`config.mk`:
```
export PLATFORM = sky130hd
export DESIGN_NAME = pfs_port_fault
export DESIGN_NICKNAME = d
export VERILOG_FILES = /design/src/pfs_port_fault.v /design/src/pfs_cmd_exec.v
export VERILOG_INCLUDE_DIRS = /design/src
export SDC_FILE = /design/constraint.sdc
export NUM_CORES = 1
export LEC_CHECK = 0
export ABC_AREA = 1
export BUFFER_PORTS_ARGS = -buffer_cell sky130_fd_sc_hd__clkbuf_2
export CAP_MARGIN = 20
export CORE_MARGIN = 2
export CORE_UTILIZATION = 48
export DETAILED_ROUTE_END_ITERATION = 8
export PLACE_DENSITY_LB_ADDON = 0.12
export SYNTH_ARGS = -nofsm -noshare
export SYNTH_HDL_FRONTEND = slang
export SYNTH_SLANG_ARGS = --single-unit
export TNS_END_PERCENT = 10
```
`constraint.sdc`:
```
create_clock -name clk -period 1.2 [get_ports clk]
set_input_delay 0.12 -clock clk [delete_from_list [all_inputs] [get_ports clk]]
set_output_delay 0.12 -clock clk [all_outputs]
set_load 0.05 [all_outputs]
```
`src/pfs_map.vh`:
```
// Register offsets, field positions, reset values and command codes for
// the port fault status and command block.
// Assumes inclusion by bare name from the design files.
`ifndef PFS_MAP_VH
`define PFS_MAP_VH
`define PFS_ADDR_FAULT_FLAGS 8'h1f
`define PFS_ADDR_HOST_COMMAND 8'h23
`define PFS_FAULT_RESET 8'h80
`define PFS_CMD_RESET 8'h00
`define PFS_FAULT_MASK 8'hb3
`define PFS_BIT_POWER_LOSS 7
`define PFS_BIT_AUTO_DRAIN 5
`define PFS_BIT_FORCED_DRAIN 4
`define PFS_BIT_CABLE_OC 1
`define PFS_BIT_HOST_ERR 0
`define PFS_CMD_WAKE 8'h01
`define PFS_CMD_DETECT_OFF 8'h02
`define PFS_CMD_DETECT_ON 8'h03
`define PFS_CMD_DRAW_OFF 8'h04
`define PFS_CMD_DRAW_ON 8'h05
`define PFS_MIN_SEND_BYTES 8'h02
`endif

```
`src/pfs_port_fault.v`:
```
// Fault status latch and host command register of a port controller.
// Assumes a simple synchronous register port, inputs synchronous to clk.
// What this block does
// - Power-loss flag is one after a power reset.
// - Software reset leaves the power-loss flag unchanged.
// - Set auto drain fault when enabled drain misses its deadline.
// - Set forced drain fault when low stop level drain fails.
// - Latch cable supply over-current flag on detection.
// - Sink transmit with fewer than two bytes sets host error.
// - Flags stay set until software writes one to them.
// - Command register resets to zero and clears after processing.
// - Wake command only wakes the host port.
// - Detection-off command stops presence detection; while sourcing or sinking it is ignored and sets host error.
// - Detection-on command starts presence detection.
// - Draw-off command stops sinking, detection kept.
// - Draw-on enables sinking and presence detection.
// - Draw-on while sourcing is ignored and sets host error.
`timescale 1ns/1ns
`include "pfs_map.vh"
module pfs_port_fault (
  input wire clk,
  input wire rst_b,
  input wire soft_reset_cmd,
  input wire reg_wr,
  input wire reg_rd,
  input wire [7:0] reg_addr,
  input wire [7:0] reg_wdata,
  output reg [7:0] reg_rdata_q,
  input wire auto_drain_enable,
  input wire forced_drain_enable,
  input wire drain_stop_at_safe0,
  input wire disconnect_seen,
  input wire drain_deadline_miss,
  input wire forced_drain_miss,
  input wire cable_oc_detect,
  input wire sink_transmit_req,
  input wire [7:0] send_byte_count,
  input wire source_enabled,
  input wire bus_power_sense,
  output wire bus_power_present,
  output wire presence_detect_enable,
  output wire power_draw_enable,
  output wire wake_host_port
);
  localparam CMD_IDLE = 1'b0;
  localparam CMD_EXEC = 1'b1;
  reg [7:0] fault_q;
  reg [7:0] fault_d;
  reg [7:0] cmd_q;
  reg cmd_state_q;
  reg auto_armed_q;
  wire reject_pulse;
  wire exec_rst_b;
  wire cmd_busy;
  wire wr_fault;
  wire wr_cmd;
  wire auto_fail_evt;
  wire forced_fail_evt;
  wire cable_oc_evt;
  wire host_err_evt;

  // True when a register access targets the given offset.
  function addr_hit;
    input [7:0] addr;
    input [7:0] target;
    begin
      addr_hit = (addr == target);
    end
  endfunction

  // Clears the flags written with one; zero bits and reserved bits stay.
  function [7:0] w1c_clear;
    input [7:0] flags;
    input [7:0] wdata;
    begin
      w1c_clear = flags & ~(wdata & `PFS_FAULT_MASK);
    end
  endfunction

  // A sink transmit with too few buffered bytes is a host access error.
  function tx_too_short;
    input req;
    input [7:0] count;
    begin
      tx_too_short = req && (count < `PFS_MIN_SEND_BYTES);
    end
  endfunction

  // Software reset restores the defaults but keeps the power-loss flag.
  function [7:0] soft_keep;
    input [7:0] flags;
    begin
      soft_keep = `PFS_FAULT_RESET;
      soft_keep[`PFS_BIT_POWER_LOSS] = flags[`PFS_BIT_POWER_LOSS];
    end
  endfunction

  // Read data of one access; unmapped offsets read as zero.
  function [7:0] read_mux;
    input [7:0] addr;
    input [7:0] flags;
    input [7:0] cmd;
    begin
      if (addr_hit(addr, `PFS_ADDR_FAULT_FLAGS))
        read_mux = flags & `PFS_FAULT_MASK;
      else if (addr_hit(addr, `PFS_ADDR_HOST_COMMAND))
        read_mux = cmd;
      else
        read_mux = 8'h00;
    end
  endfunction

  assign wr_fault = reg_wr && addr_hit(reg_addr, `PFS_ADDR_FAULT_FLAGS);
  assign wr_cmd = reg_wr && addr_hit(reg_addr, `PFS_ADDR_HOST_COMMAND);
  assign exec_rst_b = rst_b && !soft_reset_cmd;
  assign cmd_busy = (cmd_state_q == CMD_EXEC);

  // A deadline miss counts when the watch is armed or when the
  // disconnect arrives in the same cycle.
  assign auto_fail_evt = (auto_armed_q || disconnect_seen) &&
    auto_drain_enable && drain_deadline_miss;
  assign forced_fail_evt = forced_drain_enable && drain_stop_at_safe0 &&
    forced_drain_miss;
  assign cable_oc_evt = cable_oc_detect;
  assign host_err_evt = tx_too_short(sink_transmit_req, send_byte_count) ||
    reject_pulse;

  // The auto drain watch is armed by a disconnect and holds until the
  // deadline result arrives or auto drain is disabled.
  always @(posedge clk)
  begin
    if (!exec_rst_b)
      auto_armed_q <= 1'b0;
    else if (!auto_drain_enable)
      auto_armed_q <= 1'b0;
    else if (disconnect_seen)
      auto_armed_q <= 1'b1;
    else if (drain_deadline_miss)
      auto_armed_q <= 1'b0;
  end

  // The write clear is applied first so that an event in the same cycle
  // as its clear still leaves the flag set.
  always @*
  begin
    fault_d = fault_q;
    if (wr_fault)
      fault_d = w1c_clear(fault_q, reg_wdata);
    if (auto_fail_evt)
      fault_d[`PFS_BIT_AUTO_DRAIN] = 1'b1;
    if (forced_fail_evt)
      fault_d[`PFS_BIT_FORCED_DRAIN] = 1'b1;
    if (cable_oc_evt)
      fault_d[`PFS_BIT_CABLE_OC] = 1'b1;
    if (host_err_evt)
      fault_d[`PFS_BIT_HOST_ERR] = 1'b1;
    fault_d = fault_d & `PFS_FAULT_MASK;
  end

  always @(posedge clk)
  begin
    if (!rst_b)
      fault_q <= `PFS_FAULT_RESET;
    else if (soft_reset_cmd)
      fault_q <= soft_keep(fault_q);
    else
      fault_q <= fault_d;
  end

  // The command is held one cycle for execution, then auto-cleared.
  // A command write that lands during that cycle is refused.
  always @(posedge clk)
  begin
    if (!exec_rst_b)
    begin
      cmd_q <= `PFS_CMD_RESET;
      cmd_state_q <= CMD_IDLE;
    end
    else
    begin
      case (cmd_state_q)
        CMD_IDLE:
        begin
          if (wr_cmd)
          begin
            cmd_q <= reg_wdata;
            cmd_state_q <= CMD_EXEC;
          end
        end
        CMD_EXEC:
        begin
          cmd_q <= `PFS_CMD_RESET;
          cmd_state_q <= CMD_IDLE;
        end
        default:
        begin
          cmd_q <= `PFS_CMD_RESET;
          cmd_state_q <= CMD_IDLE;
        end
      endcase
    end
  end

  always @(posedge clk)
  begin
    if (!rst_b)
      reg_rdata_q <= 8'h00;
    else if (reg_rd)
      reg_rdata_q <= read_mux(reg_addr, fault_q, cmd_q);
  end

  pfs_cmd_exec u_exec (
    .clk(clk),
    .rst_b(exec_rst_b),
    .cmd_valid(cmd_busy),
    .cmd_code(cmd_q),
    .source_enabled(source_enabled),
    .detect_enable_q(presence_detect_enable),
    .power_draw_q(power_draw_enable),
    .wake_pulse_q(wake_host_port),
    .reject_pulse_q(reject_pulse)
  );

  assign bus_power_present = presence_detect_enable & bus_power_sense;
endmodule // pfs_port_fault

```
`src/pfs_cmd_exec.v`:
```
// Command executor: decodes one accepted command byte and updates the
// presence detection and sink control state.
// Assumes cmd_valid is a one-cycle strobe from the register block.
`timescale 1ns/1ns
`include "pfs_map.vh"
module pfs_cmd_exec (
  input wire clk,
  input wire rst_b,
  input wire cmd_valid,
  input wire [7:0] cmd_code,
  input wire source_enabled,
  output reg detect_enable_q,
  output reg power_draw_q,
  output reg wake_pulse_q,
  output reg reject_pulse_q
);
  always @(posedge clk)
  begin
    if (!rst_b)
    begin
      detect_enable_q <= 1'b1;
      power_draw_q <= 1'b0;
      wake_pulse_q <= 1'b0;
      reject_pulse_q <= 1'b0;
    end
    else
    begin
      wake_pulse_q <= 1'b0;
      reject_pulse_q <= 1'b0;
      if (cmd_valid)
      begin
        case (cmd_code)
          `PFS_CMD_WAKE: wake_pulse_q <= 1'b1;
          `PFS_CMD_DETECT_OFF:
          begin
            if (source_enabled || power_draw_q)
              reject_pulse_q <= 1'b1;
            else
              detect_enable_q <= 1'b0;
          end
          `PFS_CMD_DETECT_ON: detect_enable_q <= 1'b1;
          `PFS_CMD_DRAW_OFF: power_draw_q <= 1'b0;
          `PFS_CMD_DRAW_ON:
          begin
            if (source_enabled)
              reject_pulse_q <= 1'b1;
            else
            begin
              power_draw_q <= 1'b1;
              detect_enable_q <= 1'b1;
            end
          end
          default: ;
        endcase
      end
    end
  end
endmodule // pfs_cmd_exec

```
Yosys cells after proc, flatten, opt, wreduce, memory -nomap -nowiden
Cells that the tools add are included.
- multipliers: 0
- reduce and logical (&&, ||, !) cells: 25
- multiplexer cells: 21
- $add $sub $neg: 0
- $lt $le $gt $ge: 1
- bitwise gates (word level): 6
- shift operators: 0
- div/mod/pow operators: 0
- equality and inequality tests: 10
- operators with widths (cell ; number):
    $mux W8 ; 4
    $eq A8 B2 Y1 const B ; 2
    $eq A8 B3 Y1 const B ; 2
    $pmux W8 S2 ; 1
    $mux W1 ; 12
    $reduce_bool A2 Y1 ; 6
    $and A8 B8 Y8 ; 1
    $eq A8 B1 Y1 const B ; 1
    $eq A8 B5 Y1 const B ; 1
    $eq A8 B6 Y1 const B ; 1
    $logic_and A1 B1 Y1 ; 8
    $lt A8 B2 Y1 const B ; 1
    $not A8 Y8 ; 1
    $ne A2 B2 Y1 const B ; 3
    $pmux W1 S2 ; 3
    $reduce_and A2 Y1 ; 3
    $reduce_and A4 Y1 ; 1
    $logic_or A1 B1 Y1 ; 3
    $not A1 Y1 ; 3
    $pmux W1 S3 ; 1
    $reduce_and A3 Y1 ; 1
    $reduce_bool A3 Y1 ; 1
    $reduce_or A2 Y1 ; 1
    $and A1 B1 Y1 ; 1
    $logic_not A1 Y1 ; 1
- output and inout port bits: 12
- bits in latches: 0
- memory bits (read-only): 0
- memories kept: 0
- word-level logic and storage cells: 77
- register bits after elaboration: 30
- RAM bits: 0
- input bits: 39

Longest topological paths before layout
Gate-level depths: netlist (run 1).
- word-level depth: 4
- mapped depth: 9
- depth with buffers taken out: 9

Modules after synthesis
A second synthesis (run 1) with hierarchy kept.
- cell total of the unflattened synthesis: 217
- area, all modules: 1427.6 um^2
- modules (own cells, without submodules) (module ; seq. area each (um^2) ; times used ; area an instance (um^2) ; cells each):
    pfs_port_fault ; 460.4 ; 1 ; 1169.9 ; 175
    pfs_cmd_exec ; 80.1 ; 1 ; 257.7 ; 42

Worst setup path after synthesis (run 1)
OpenSTA, ideal clock, no wires.
- path type: reg-to-reg
- start point: register u_exec.power_draw_q
- end point: register u_exec.detect_enable_q
- stages on the path, launching flop included: 8
- period minus slack after synthesis: 1165 ps
- arrival: 1042 ps
- library setup time: 123 ps
- setup slack: 35 ps
- required time: 1077 ps
- path buffers: 0
- cells stage by stage: dfxtp_1 inv_1 nand2_1 nand2_1 nand2_1 inv_1 nand2_1 nand3_1
- cells in the longest elaborated chain, start to end: 3
- ends and longest elaborated chain (what ; RTL line ; text):
    from (decl) ; pfs_cmd_exec.v:13 ; output reg power_draw_q,
    from (signal assigned) ; pfs_cmd_exec.v:22 ; power_draw_q <= 1'b0;
    from (signal assigned) ; pfs_cmd_exec.v:42 ; `PFS_CMD_DRAW_OFF: power_draw_q <= 1'b0;
    from (signal assigned) ; pfs_cmd_exec.v:49 ; power_draw_q <= 1'b1;
    $logic_or A1 B1 Y1 ; pfs_cmd_exec.v:36 ; if (source_enabled || power_draw_q)
    $ne A2 B2 Y1 (no line) ; n/a ;
    $reduce_and A4 Y1 (no line) ; n/a ;
    to (signal assigned) ; pfs_cmd_exec.v:39 ; detect_enable_q <= 1'b0;
    to (signal assigned) ; pfs_cmd_exec.v:41 ; `PFS_CMD_DETECT_ON: detect_enable_q <= 1'b1;
    to (signal assigned) ; pfs_cmd_exec.v:50 ; detect_enable_q <= 1'b1;
    to (decl) ; pfs_cmd_exec.v:12 ; output reg detect_enable_q,
Every way passes these cells.
A chain may end at the register's enable or synchronous reset.

Worst setup path in the final report (run 1)
- start point: register u_exec.detect_enable_q
- end point: output port bus_power_present
- cells in the longest elaborated chain, start to end: 1
- ends and longest elaborated chain (what ; RTL line ; text):
    from (signal assigned) ; pfs_cmd_exec.v:21 ; detect_enable_q <= 1'b1;
    from (signal assigned) ; pfs_cmd_exec.v:39 ;
    from (signal assigned) ; pfs_cmd_exec.v:41 ;
    $and A1 B1 Y1 ; pfs_port_fault.v:224 ; assign bus_power_present = presence_detect_enable & bus_power_sense;
    to (decl) ; pfs_port_fault.v:40 ; output wire bus_power_present,
Every way passes these cells.

==> flow_summary.ini, run 1 <==
[outcome]
outcome = complete, no violations

[timing]
setup_violations = 0
hold_viol_final = 0
period_minus_slack_ns = 1.14
clock-skew-final_ns = 0.00411
post-route-period-util_pct = 95.2
grt_setup_unrepaired = true
holdWs_ns = 0.00456
fmaxAchievable_mhz = 875
slew_headroom_pct = 77.0
tightest_slew_ns = 0.341
maxSlewViolCount = 0

[synthesis]
ys_seq_elements = 27
yosysUniqueCellTypes = 22
synth_warnings = 0
syn_inst = 199
synth-seq-area-share_pct = 39.3
avgSynthCellArea_sq_um = 6.90
synth_fp_nets = 238
synth_area_sq_um = 1370

[clock_tree]
clock_latency_ns = 0.33
cts_root_buffer = clkbuf_4
h-tree-depth = 1
numClockSinks = 27
cts_tree = yes
numCtsBuffers = 3
cts.path.max_buffers = 2
cts.clk_slew.worst_paths_ns = 0.15

[floorplanning]
initial_core_util_pct = 50.3
dieHeight_um = 57.5
fp.dieArea_sq_um = 3310
dieWidth_um = 57.5
num_io_pins = 51
core.rowCount = 19
coreArea_sq_um = 2730

[route]
dr.pass1.iters = 4
drt-met1-wl_um = 1320
highest_layer = met4
drc_errors = 0
dr_total_vias = 1461
dr_wl_met2_um = 1580
drt_wl_total_um = 3130
via_per_inst = 5.09
post_drt_wl_per_cell_um = 10.9
drt-initial-drc-count = 57
routed-wl-met3_um = 178
postRouteAntennaNets = 0

[power_and_ir_drop]
p_seq_share_pct = 58.6
p_per_area_nw_per_um2 = 893
pwr-share-comb_pct = 15.6
internal_power_uw = 1130
ir_worst_vdd_mv = 0.680
switchingPower_uw = 439
swShare_pct = 27.9
leakage_uw = 0.000918
pwr-share-clk_pct = 25.8

[critical_path]
r2r_cells = 8
crit_path_start_kind = flop
endpoint_kind = output port
crit_type = flop to output port
timing.critical_path.from = u_exec.detect_enable_q
endpoint = bus_power_present
rrSetupSlack_ns = 0.08
required_ns = 1.08
regToRegStartpoint = cmd_q[4]
crit_chain = nand2_1, inv_1, clkbuf_4
crit_slowest_cell = dfxtp_1
cp_slowest_stage_delay_ns = 0.37
crit_arrival_ns = 1.02
cp_max_fo = 3
r2r_end = u_exec.detect_enable_q

[global_route]
grt_pass1_wl_um = 5310
grt_use_total_pct = 20.5
gr-total-overflow = 0
grt_pass1_vias = 1317
grt_antenna_before_repair = 0
grt_start_max_net_pins = 21

[cells_and_area]
final_area_sq_um = 1760
nets = 296
final_layout_size_suffix_gt1_share_pct = 32.8
area_growth_pct = 28.2
num_antenna_cells = 0

[placed_design]
port_buffers = 49
place_congestion = 0.847
placed_area_sq_um = 1690
dp_hpwl_um = 2420

[job]
cap_violations = 0

[worst_hold_path]
hold_start = reg_wdata[6]
min_path_type = primary input to flop
## synthesized netlist by cell type
| master | instances | area [sq um] |
|---|---|---|
| nand3_1 | 9 | 45.0 |
| buf_4 | 1 | 7.51 |
| nor2_1 | 28 | 105 |
| a21oi_1 | 10 | 50.1 |
| nor4_4 | 1 | 21.3 |
| nand3b_1 | 1 | 7.51 |
| nand4_1 | 18 | 113 |
| nor2_2 | 3 | 18.8 |
| inv_4 | 2 | 12.5 |
| nand2_4 | 1 | 11.3 |
| dfxtp_1 | 27 | 541 |
| nor2_8 | 1 | 20.0 |
| buf_2 | 3 | 15.0 |
| inv_2 | 2 | 7.51 |
| nor2_4 | 1 | 11.3 |
| nand2_1 | 38 | 143 |
| o21ai_0 | 13 | 65.1 |
| nor3_1 | 1 | 5.00 |
| nor3_2 | 2 | 20.0 |
| a211oi_2 | 1 | 12.5 |
| nand2_2 | 3 | 18.8 |
| inv_1 | 33 | 124 |
## sequential cells by signal, summed over array words and instances (netlist names)
signal / count
u_exec.power_draw_q: 1
cmd_busy: 1
auto_armed_q: 1
u_exec.detect_enable_q: 1
reg_rdata_q: 8
cmd_q: 8
u_exec.wake_pulse_q: 1
fault_q: 5
u_exec.reject_pulse_q: 1
## metal layers
layer	vias up	GRT usage, %
met2	43	37.3
met5	-	0
met3	6	3.63
met4	0	8.31
met1	661	23.4
li1	751	-
## power by group through the flow
stage	logic [uW]	clock network, uW	registers, uW
3_5_place_dp	240	0	941
4_1_cts	246	415	922
3_3_place_gp	235	0	941
2_1_floorplan	91.7	0	985
6_report	245	407	922
5_1_grt	273	440	924
## logic make-up after synthesis
logic type / Yosys count / synth area share (%)
flops: 27 / 39.3
compound gates: 24 / 9.29
simple gates: 107 / 39.3
buf+inv: 41 / 12.1
## cells in the final DEF, fill, tap and decap left out
cell type / count
a211oi_2: 1
a21oi_1: 10
buf_12: 1
buf_4: 5
clkbuf_2: 48
clkbuf_4: 4
clkinv_2: 1
dfxtp_1: 24
dfxtp_2: 3
dlygate4sd3_1: 2
inv_1: 32
inv_2: 3
inv_4: 2
nand2_1: 37
nand2_2: 4
nand2_4: 1
nand3_1: 9
nand3b_1: 1
nand4_1: 18
nor2_1: 25
nor2_2: 5
nor2_4: 2
nor2_8: 1
nor3_1: 1
nor3_2: 2
nor4_4: 1
o21ai_0: 13
## metrics by stage
step	total power [uW]	setup TNS (ns)	utilization, %	setup slack, ns	instances
final	1570	0	64.4	0.0574	287
after global routing	1640	-0.0200	64.4	-0.0200	287
after CTS	1580	0	63.4	0.00185	286
after detailed placement	1180	0	61.6	0.0683	280
after global placement	1180	0	61.6	0.0968	280
after floorplan	1080	0	-	0.0347	199
## worst min path at each step
stage / cells after the start / to / slack (ns)
floorplan: 1 / fault_q[7] / 0.21
global placement: 2 / auto_armed_q / 0.34
detailed placement: 2 / auto_armed_q / 0.34
CTS: 3 / cmd_q[6] / 0.006
global route: 3 / cmd_q[6] / 0.01
finish: 3 / cmd_q[6] / 0.005
## what timing repair did
item | in CTS | in global routing
resized for setup | 0 | 11
hold buffers | 2 | 0
setup endpoints to repair | 0 | 4
buffers inserted | 0 | 1
hold endpoints to repair | 2 | 0
## area by class of cell
| class | instances | area [sq um] |
|---|---|---|
| fillers | 262 | 972 |
| multi-input cells | 131 | 682 |
| flip-flops and latches | 27 | 544 |
| repair buffers | 57 | 325 |
| inverters | 37 | 144 |
| well taps | 31 | 38.8 |
| clock buffers | 3 | 22.5 |
| clock inverters | 1 | 5.00 |
## critical path, delay by kind of cell (launching register included)
family                 cells  cell delay, ns
DFF                        1            0.37
buffers and inverters      2            0.25
and+or+nand+nor            1            0.06
(Power assumes the default switching activity.)
==> run 2, diff against run 1 <==
- CORE_UTILIZATION: 48 -> 47
- GPL_TIMING_DRIVEN: not set -> 0
==> run 2 against run 1 <==
  * Largest cell class unchanged
  * Global-route usage down 2.1 points
  * Hold slack better by 0.012 ns
  * Utilization down 1.4 points
  * First-iteration DRC count down 40%
==> flow_summary.ini, run 2 (synthesis results as in run 1) <==
[critical_path]
required_ns = 1.08
r2r_end = u_exec.detect_enable_q
crit_path_start_kind = flop
r2r_cells = 8
regToRegStartpoint = cmd_q[1]
crit_chain = nand2_1, inv_1, clkbuf_4
endpoint_kind = output port
cp_slowest_stage_delay_ns = 0.38
crit_arrival_ns = 1.01
cp_max_fo = 3
crit_slowest_cell = dfxtp_1
crit_type = flop to output port
rrSetupSlack_ns = 0.09

[global_route]
grt_use_total_pct = 18.4
gr-total-overflow = 0
grt_start_max_net_pins = 15
grt_pass1_wl_um = 4800
grt_antenna_before_repair = 0
grt_pass1_vias = 1196

[worst_hold_path]
min_to = fault_q[4]
min_path_type = primary input to flop
hold_start = drain_stop_at_safe0
min_path_cells = 3

[timing]
post-route-period-util_pct = 94.5
slew_headroom_pct = 80.2
maxSlewViolCount = 0
tightest_slew_ns = 0.294
period_minus_slack_ns = 1.13
setup_violations = 0
holdWs_ns = 0.0169
fmaxAchievable_mhz = 882
hold_viol_final = 0
clock-skew-final_ns = 0.00477

[route]
postRouteAntennaNets = 0
post_drt_wl_per_cell_um = 10.6
drc_errors = 0
dr_total_vias = 1392
dr.pass1.iters = 4
via_per_inst = 4.88
drt-initial-drc-count = 34
drt_wl_total_um = 3010

[clock_tree]
h-tree-depth = 1
numCtsBuffers = 3
cts_root_buffer = clkbuf_4
cts.clk_slew.worst_paths_ns = 0.14
clock_latency_ns = 0.32
cts_setup_buffers = 0
numClockSinks = 27
cts_tree = yes
cts.path.max_buffers = 2

[floorplanning]
dieWidth_um = 58.1
initial_core_util_pct = 49.8
core.rowCount = 19
fp.dieArea_sq_um = 3370
coreArea_sq_um = 2760
dieHeight_um = 58.1
num_io_pins = 51

[placed_design]
dp_hpwl_um = 2270
place_congestion = 0.835
port_buffers = 49
placed_area_sq_um = 1660

[cells_and_area]
area_growth_pct = 26.6
final_area_sq_um = 1740
final_layout_size_suffix_gt1_share_pct = 34.6
num_antenna_cells = 0
multiInputGateArea_sq_um = 692
fillCellCount = 286
nets = 294
layout_common_cells = 48 x clkbuf_2, 37 x nand2_1, 31 x inv_1, 23 x nor2_1, 21 x dfxtp_1
seq_area_sq_um = 548
final_common_cell = clkbuf_2
top_regs = cmd_q (8), reg_rdata_q (8), fault_q (5)

[power_and_ir_drop]
leakage_uw = 0.000901
p_per_area_nw_per_um2 = 888
ir_worst_vdd_mv = 0.789

[outcome]
outcome = complete, no violations

[job]
cap_violations = 0
==> run 2: cell types whose count changed in the layout (fill, tap and decap cells not counted), sizes merged <==
cell and change:
buf -2, clkbuf +1, clkinv -1
==> run 2: power by group <==
part,switching [uW],leakage [uW],internal (uW)
Sequential,7.66,0.000222,913
Combinational,149,0.000663,90.7
Clock,254,0.0000150,130
Total,410,0.000901,1130
==> run 2: layout make-up <==
type	count	share of cell area, %
Tap cell	31	2.23
Clock buffer	4	1.51
Multi-Input combinational cell	131	39.8
Timing Repair Buffer	51	15.4
Sequential cell	27	31.5
Inverter	37	8.27
Buffer	4	1.29
==> run 2: layer usage <==
metal  global-route usage, %  up-vias  part of all wire, %
met1                    21.3      602                   47
met5                       0        -                    0
li1                        -      753                    -
met4                    7.64        0                 0.47
met3                    4.02        2                  4.0
met2                    32.5       35                   48
==> run 2: how the worst max path moves through the flow <==
stage	start	endpoint	slack, ns
3_3_place_gp	cmd_q[1]	u_exec.detect_enable_q	0.04
4_1_cts	u_exec.detect_enable_q	bus_power_present	0.007
3_5_place_dp	cmd_q[1]	u_exec.detect_enable_q	0.04
5_1_grt	cmd_q[1]	u_exec.detect_enable_q	-0.01
6_report	u_exec.detect_enable_q	bus_power_present	0.07
2_1_floorplan	u_exec.power_draw_q	u_exec.detect_enable_q	0.03
==> run 2: stage by stage <==
stage,power (uW),setup WS (ns),TNS (ns),util [%],instances
after global placement,1170,0.0447,0,60.1,279
after detailed placement,1180,0.0418,0,60.1,279
after CTS,1570,0.00654,0,61.8,285
after global routing,1630,-0.0123,-0.0178,63.1,285
after floorplan,1080,0.0347,0,-,199
final,1540,0.0656,0,63.1,285
==> run 2: timing repair <==
action / CTS / global route
gates resized for setup: 0 / 18
hold buffers: 2 / 0
endpoints found under the setup margin: 0 / 4
hold endpoints to repair: 2 / 0
==> run 2: worst max-delay path: cells and delay by family, from the launching register on <==
family,cells,cell delay [ns]
DFF,1,0.38
and+or+nand+nor,1,0.06
buffers and inverters,2,0.26
